--- config.mk ---
export PLATFORM = sky130hd
export DESIGN_NAME = wdg_watchdog
export DESIGN_NICKNAME = d
export VERILOG_FILES = /design/src/logic/wdg_pkg.sv /design/src/logic/wdg_watchdog.sv
export SDC_FILE = /design/constraint.sdc
export NUM_CORES = 1
export LEC_CHECK = 0
export ABC_CLOCK_PERIOD_IN_PS = 2300
export BUFFER_PORTS_ARGS = -buffer_cell sky130_fd_sc_hd__buf_2
export CAP_MARGIN = 20
export CORE_MARGIN = 4
export CORE_UTILIZATION = 39
export CTS_CLUSTER_SIZE = 20
export DETAILED_ROUTE_END_ITERATION = 12
export GPL_TIMING_DRIVEN = 0
export HOLD_SLACK_MARGIN = 0.06
export PLACE_DENSITY = 0.71
export SLEW_MARGIN = 20
export SYNTH_ARGS = -nofsm -noshare
export SYNTH_HDL_FRONTEND = slang
export SYNTH_SLANG_ARGS = --single-unit
--- constraint.sdc ---
create_clock -name clk_in -period 2.3 [get_ports clk_in]
set_input_delay 0.23 -clock clk_in [delete_from_list [all_inputs] [get_ports clk_in]]
set_output_delay 0.23 -clock clk_in [all_outputs]
set_load 0.01 [all_outputs]
--- src/logic/wdg_pkg.sv ---
// Package of constants, types and helpers for the digital watchdog.
package wdg_pkg;

  // ****************************************
  // Register map
  // ****************************************
  localparam logic [7:0] WDG_CTRL_ADDR = 8'hD8;
  localparam logic [7:0] WDG_CTRL_RESET = 8'hFE;
  localparam int WDG_CTRL_BIT = 0;
  localparam int WDG_SELF_RESET_BIT = 1;
  localparam int WDG_CNT_LO = 2;
  localparam int WDG_CNT_HI = 7;
  localparam int WDG_SELF_RESET_PHYS = 6;
  localparam logic [6:0] WDG_CNT_RESET = 7'h7F;

  // ****************************************
  // Timing
  // ****************************************
  localparam int WDG_DIV_RATIO = 12;
  localparam int WDG_TICKS_PER_STEP = 256;
  localparam int WDG_OSC_PER_STEP = WDG_DIV_RATIO * WDG_TICKS_PER_STEP;

  // ****************************************
  // Types
  // ****************************************
  // Both exits from run flip a single bit
  typedef enum logic [1:0] {
    WDG_RUN = 2'b00,
    WDG_WAIT = 2'b01,
    WDG_STOP = 2'b10
  } wdg_mode_t;

  typedef struct packed {
    logic [7:0] addr;
    logic wr;
    logic rd;
    logic [7:0] wdata;
  } wdg_bus_req_t;

  // Register bits 7..2 hold physical counter bits 0..5 in reverse
  function automatic logic [5:0] wdg_rev6(input logic [5:0] v);
    wdg_rev6 = {v[0], v[1], v[2], v[3], v[4], v[5]};
  endfunction : wdg_rev6

endpackage : wdg_pkg

--- src/logic/wdg_watchdog.sv ---
// Digital watchdog downcounter with its data-space control register.
`timescale 1ns/1ps

// How it works
// RQ1: Active watchdog raises chip reset when the downcounter runs out.
// RQ2: Software reloads the counter in time; the block just obeys writes.
// RQ3: Two static straps pick activation type and external stop control.
// RQ4: Software activation: watchdog idle until the control bit is written 1.
// RQ5: Once active, no write can deactivate it; only chip reset does.
// RQ6: STOP while inactive enters true low-power stop.
// RQ7: Hardware activation keeps the watchdog active from reset on.
// RQ8: Hardware mode without external control turns STOP into WAIT.
// RQ9: External control with the NMI pin low turns STOP into WAIT.
// RQ10: External control with the NMI pin high freezes counting and stops.
// RQ11: A wake-up interrupt resumes counting from the frozen value.
// RQ12: Register at D8h resets to FEh.
// RQ13: Self-reset bit falling, also by a write of zero, resets at once.
// RQ14: Register bits 7..2 are physical count bits 0..5, reversed.
// RQ15: Reset fires when physical bit 6, the self-reset bit, falls.
// RQ16: Six count bits give 64 periods, 3072 to 196608 clocks.
// RQ17: Hardware activation reads control bit as one and ignores writes.
// RQ18: Inactive, the counter is a free 7-bit timer with no reset.
// RQ19: The timing chain runs from the clock divided by twelve.
// RQ20: Watchdog reset goes through the same path as the reset pin.
// RQ21: One decrement every 256 divided ticks, 3072 clocks.
module wdg_watchdog
  import wdg_pkg::*;
#(
  parameter int DIV_RATIO = WDG_DIV_RATIO,
  parameter int TICKS_PER_STEP = WDG_TICKS_PER_STEP
) (
  input wire logic clk_in,
  input wire logic resetn_in,
  input wire wdg_bus_req_t bus_in,
  input wire logic hw_activation_in,
  input wire logic ext_stop_ctrl_in,
  input wire logic nmi_in,
  input wire logic stop_req_in,
  input wire logic wake_in,
  output logic [7:0] rdata_out,
  output logic chip_reset_out,
  output logic active_out,
  output logic stop_mode_out,
  output logic wait_mode_out
);

  // ****************************************
  // State
  // ****************************************
  logic [3:0] div_reg, div_next;
  logic [7:0] tick_reg, tick_next;
  logic [6:0] cnt_reg, cnt_next;
  logic ctrl_reg, ctrl_next;
  logic wdrst_reg, wdrst_next;
  logic [7:0] rdata_reg, rdata_next;
  logic active_reg, active_next;
  wdg_mode_t mode_reg, mode_next;
  logic stop_reg, stop_next;
  logic wait_reg, wait_next;

  logic active;
  logic wr_hit;
  logic div_tick;
  logic step;
  logic [7:0] reg_view;

  assign active = hw_activation_in | ctrl_reg; // RQ3 RQ7
  assign wr_hit = bus_in.wr && (bus_in.addr == WDG_CTRL_ADDR);
  assign div_tick = (div_reg == 4'(DIV_RATIO - 1)); // RQ19
  assign step = div_tick && (tick_reg == 8'(TICKS_PER_STEP - 1)); // RQ21
  // Control bit is forced to one under hardware activation
  assign reg_view = {wdg_rev6(cnt_reg[5:0]), cnt_reg[WDG_SELF_RESET_PHYS],
                     active}; // RQ14 RQ17

  // ****************************************
  // Next-state logic
  // ****************************************
  always_comb begin
    div_next = div_reg;
    tick_next = tick_reg;
    cnt_next = cnt_reg;
    ctrl_next = ctrl_reg;
    wdrst_next = wdrst_reg;
    mode_next = mode_reg;
    rdata_next = (bus_in.rd && bus_in.addr == WDG_CTRL_ADDR) ?
                 reg_view : 8'h00;
    // Oscillator is off in true stop, so the whole chain freezes
    if (mode_reg != WDG_STOP) begin // RQ10 RQ11
      div_next = div_tick ? 4'h0 : div_reg + 4'h1;
      if (div_tick) begin
        // Wrap at the step so shorter step lengths also work
        tick_next = step ? 8'h00 : tick_reg + 8'h01; // RQ21
      end
      if (step) begin
        cnt_next = cnt_reg - 7'h01; // RQ16 RQ18
        // A reload in the same cycle wins over the last decrement
        if (active && !wr_hit && cnt_reg[WDG_SELF_RESET_PHYS] &&
            !cnt_next[WDG_SELF_RESET_PHYS]) begin
          wdrst_next = 1'b1; // RQ1 RQ15
        end
      end
    end
    if (wr_hit) begin // RQ2
      cnt_next = {bus_in.wdata[WDG_SELF_RESET_BIT],
                  wdg_rev6(bus_in.wdata[WDG_CNT_HI:WDG_CNT_LO])}; // RQ14
      // Writing one may set the bit; a zero never clears it
      ctrl_next = ctrl_reg | bus_in.wdata[WDG_CTRL_BIT]; // RQ4 RQ5
      if (cnt_reg[WDG_SELF_RESET_PHYS] &&
          !bus_in.wdata[WDG_SELF_RESET_BIT]) begin
        wdrst_next = 1'b1; // RQ13
      end
    end
    case (mode_reg)
      WDG_RUN: begin
        if (stop_req_in) begin
          if (!active) begin
            mode_next = WDG_STOP; // RQ6
          end else if (ext_stop_ctrl_in && nmi_in) begin
            mode_next = WDG_STOP; // RQ10
          end else begin
            mode_next = WDG_WAIT; // RQ8 RQ9
          end
        end
      end
      WDG_WAIT, WDG_STOP: begin
        if (wake_in) begin
          mode_next = WDG_RUN; // RQ11
        end
      end
      default: mode_next = WDG_RUN;
    endcase
    active_next = hw_activation_in | ctrl_next;
    stop_next = (mode_next == WDG_STOP);
    wait_next = (mode_next == WDG_WAIT);
  end

  // ****************************************
  // Registers
  // ****************************************
  // The reset request is held until the chip reset logic pulls
  // resetn_in; it then gets the same stabilisation delay as the pin.
  always_ff @(posedge clk_in or negedge resetn_in) begin
    if (!resetn_in) begin
      div_reg <= 4'h0;
      tick_reg <= 8'h00;
      cnt_reg <= WDG_CNT_RESET; // RQ12
      ctrl_reg <= 1'b0; // RQ12
      wdrst_reg <= 1'b0; // RQ20
      rdata_reg <= 8'h00;
      active_reg <= 1'b0;
      mode_reg <= WDG_RUN;
      stop_reg <= 1'b0;
      wait_reg <= 1'b0;
    end else begin
      div_reg <= div_next;
      tick_reg <= tick_next;
      cnt_reg <= cnt_next;
      ctrl_reg <= ctrl_next;
      wdrst_reg <= wdrst_next;
      rdata_reg <= rdata_next;
      active_reg <= active_next;
      mode_reg <= mode_next;
      stop_reg <= stop_next;
      wait_reg <= wait_next;
    end
  end

  assign rdata_out = rdata_reg;
  assign chip_reset_out = wdrst_reg;
  assign active_out = active_reg;
  assign stop_mode_out = stop_reg;
  assign wait_mode_out = wait_reg;
endmodule : wdg_watchdog

==> summary.txt <==
CTS
  • CTS tree: done
  • CTS buffer count: 5
  • Clock insertion delay at the later pin of the skew report: 290 ps
  • Clk sinks: 34
  • CTS max path bufs: 2
  • CTS H-tree depth: 2
  • Clk root buf: clkbuf_8
  • Reg clk slew, reported paths: 70 ps

STA
  • Setup TNS: 0 ps
  • Relative slew slack: 50.8%
  • Worst Clk Skew: 6.85 ps
  • RSZ-0062 raised after global routing: false
  • Worst-Margin Slew: 737 ps
  • Setup Viol. Count Final: 0
  • Part of the cycle the worst path needs: 91.8%
  • Final Hold Viols: 0
  • Tmin final: 2110 ps
  • Fmax: 0.473 GHz
  • Fin. max-slew vios: 0

Status
  • Status: complete, no violations

Yosys
  • Post-Syn Area: 0.00165 mm^2
  • Post-Synthesis Cells: 157
  • Number of synthesized flops with an enable pin: 0
  • Register area share after synthesis: 52.0%
  • Most used DFF post-synth: dfrtp_1
  • Syn_area_per_cell: 10.5 um^2
  • Synth async-reset ratio: 100%
  • Yosys warns: 0
  • #FFs+latches synth: 34
  • Synth cell types: 42
  • Synth Net Count: 188

Power and ir drop
  • Peak VDD IR: 0.566 mV
  • Power Internal: 0.00112 W
  • Sequential Power Share: 49.0%
  • Power share of the clock group: 28.8%
  • Power share of the combinational group: 22.2%
  • Sw frac: 29.4%
  • Leakage power: 0.983 nW
  • Pwr Total: 0.00158 W
  • Power Density: 790 mW/mm^2
  • Psw: 0.000466 W

Worst setup path
  • Kind of end point of the critical path: flip-flop
  • Worst-path maximum fanout: 8
  • WS Path Type: reg -> reg
  • Worst endpoint required time: 2510 ps
  • Arrival time worst endpoint: 2320 ps
  • Setup crit start kind: flip-flop

Cells and area
  • Layout cells sized above 1: 27.7%
  • Highest-count cells in the layout ignoring fill and taps: 36 x buf_2, 27 x dfrtp_1, 17 x nor2_1
  • Nets: 232
  • # diodes: 0
  • Area Growth Syn to Fin: 21.2%
  • Layout Utilization: 49.3%
  • Most common cell after layout, fill and taps aside: buf_2
  • Filler cells: 381

Floorplanning
  • Placement Rows: 23
  • Core ar.: 0.00406 mm^2
  • Initial Utilization: 40.7%
  • Die height: 73.1 um
  • I/O pin total: 37
  • Die width: 73.1 um
  • Die footprint: 0.00534 mm^2

Placed design
  • GPL Wtd Cong: 0.740
  • Port Buffers: 36
  • Hpwl dp: 2320 um

GRT
  • First-pass GRT wire length: 5530 um
  • Antenna violations before repair: 0
  • Vias in the first global route: 1289
  • Total grt overflow: 0
  • Largest net degree at the start of global routing: 35
  • Tot GR Track Use: 13.5%

Drt
  • Final ANT Viol Nets: 0
  • WL final: 3170 um
  • DR vias: 1277
  • TritonRoute pass-1 iters: 4
  • DRC viols: 0
  • 1st-iter DRT viols: 31
  • Avg WL per Cell: 12.6 um
  • Vias per inst: 5.07

Min path
  • Hold Path Class: in -> reg

Job
  • Maxcap violations: 0
-- metal layers --
layer  track usage [%]  share of wire, %  vias up
met4              5.53               1.6        0
met3              5.10               8.5        5
met1              15.1                43      591
met2              23.0                47       34
li1                  -                 -      647
met5                 0                 0        -
-- critical path, cell delays in order, from the launching register on --
cell and delay, ps:
dfrtp_1 360, inv_1 80, ha_1 300, and4bb_1 300, buf_4 160, nand3_1 150
or4_1 500, a31oi_1 190
-- power by group through the flow --
stage / Combinational, W / Sequential [W] / Clock (W)
after detailed placement: 0.000355 / 0.000784 / 0
after global placement: 0.000342 / 0.000782 / 0
final: 0.000351 / 0.000775 / 0.000455
after CTS: 0.000357 / 0.000775 / 0.000473
after floorplan: 0.000253 / 0.000777 / 0
after global routing: 0.000395 / 0.000792 / 0.000496
-- through the flow --
stage	std cells	area (um^2)	hold WS [ps]	setup slack [ps]
after detailed placement	243	1890	348	125
final	252	2000	176	188
after floorplan	157	1650	-65.6	423
after global placement	243	1890	337	177
after CTS	252	2000	172	94.7
after global routing	252	2000	183	29.8
-- cells in the mapped netlist, drive strengths merged, types with 3 or more instances --
cell type  number  area share, %
xor2            4            2.1
dfrtp          27             41
a21oi           7            2.1
ha              6            4.5
nand2b          3            1.6
nand2           9            2.0
nor2b           4            1.5
nor3            6            2.1
nand4           4            1.5
dfstp           7             11
o21ai           7            2.1
inv             6            1.4
nand3           5            1.5
xnor2           6            3.2
mux2            3            2.0
a31oi           3            1.1
and2            8            3.0
nor2           17            3.9
-- timing repair --
item	in CTS	in global routing
setup endpoints to repair	0	1
hold buffers	1	0
buffers inserted	0	0
resized for setup	0	1
hold endpoints to repair	27	0
-- cell families after synthesis --
kind of cell / synth area share, %
AO/OA/AOI/OAI: 8.41
XOR/XNOR: 5.30
adder cells (fa/ha/maj): 4.55
buffers and inverters: 2.27
flip-flops: 52.0
multiplexers: 2.65
AND/OR/NAND/NOR: 24.8
-- path summary, 6_finish.rpt --
check                                from  cells past startpoint  slack, ps              to
min in group asynchronous       resetn_in                      2        530    rdata_out[4]
setup / recovery              mode_reg[0]                      7        190      cnt_reg[6]
hold reg to reg            chip_reset_out                      1        480  chip_reset_out
setup reg to reg              mode_reg[0]                      7        190      cnt_reg[6]
hold / removal                  bus_in[7]                      3        180      cnt_reg[0]
max in group asynchronous       resetn_in                      2       1290     tick_reg[0]
-- area by class of cell --
cell class / count / area [um^2] / share of cell area, %
Sequential cell: 34 / 860 / 42.9
Multi-Input combinational cell: 114 / 761 / 38.0
Timing Repair Buffer: 37 / 190 / 9.50
Clock buffer: 7 / 86.3 / 4.31
Tap cell: 50 / 62.6 / 3.13
Inverter: 6 / 22.5 / 1.13
Buffer: 3 / 15.0 / 0.750
Clock inverter: 1 / 5.00 / 0.250
No activity file was read; power rests on OpenSTA's default activity.
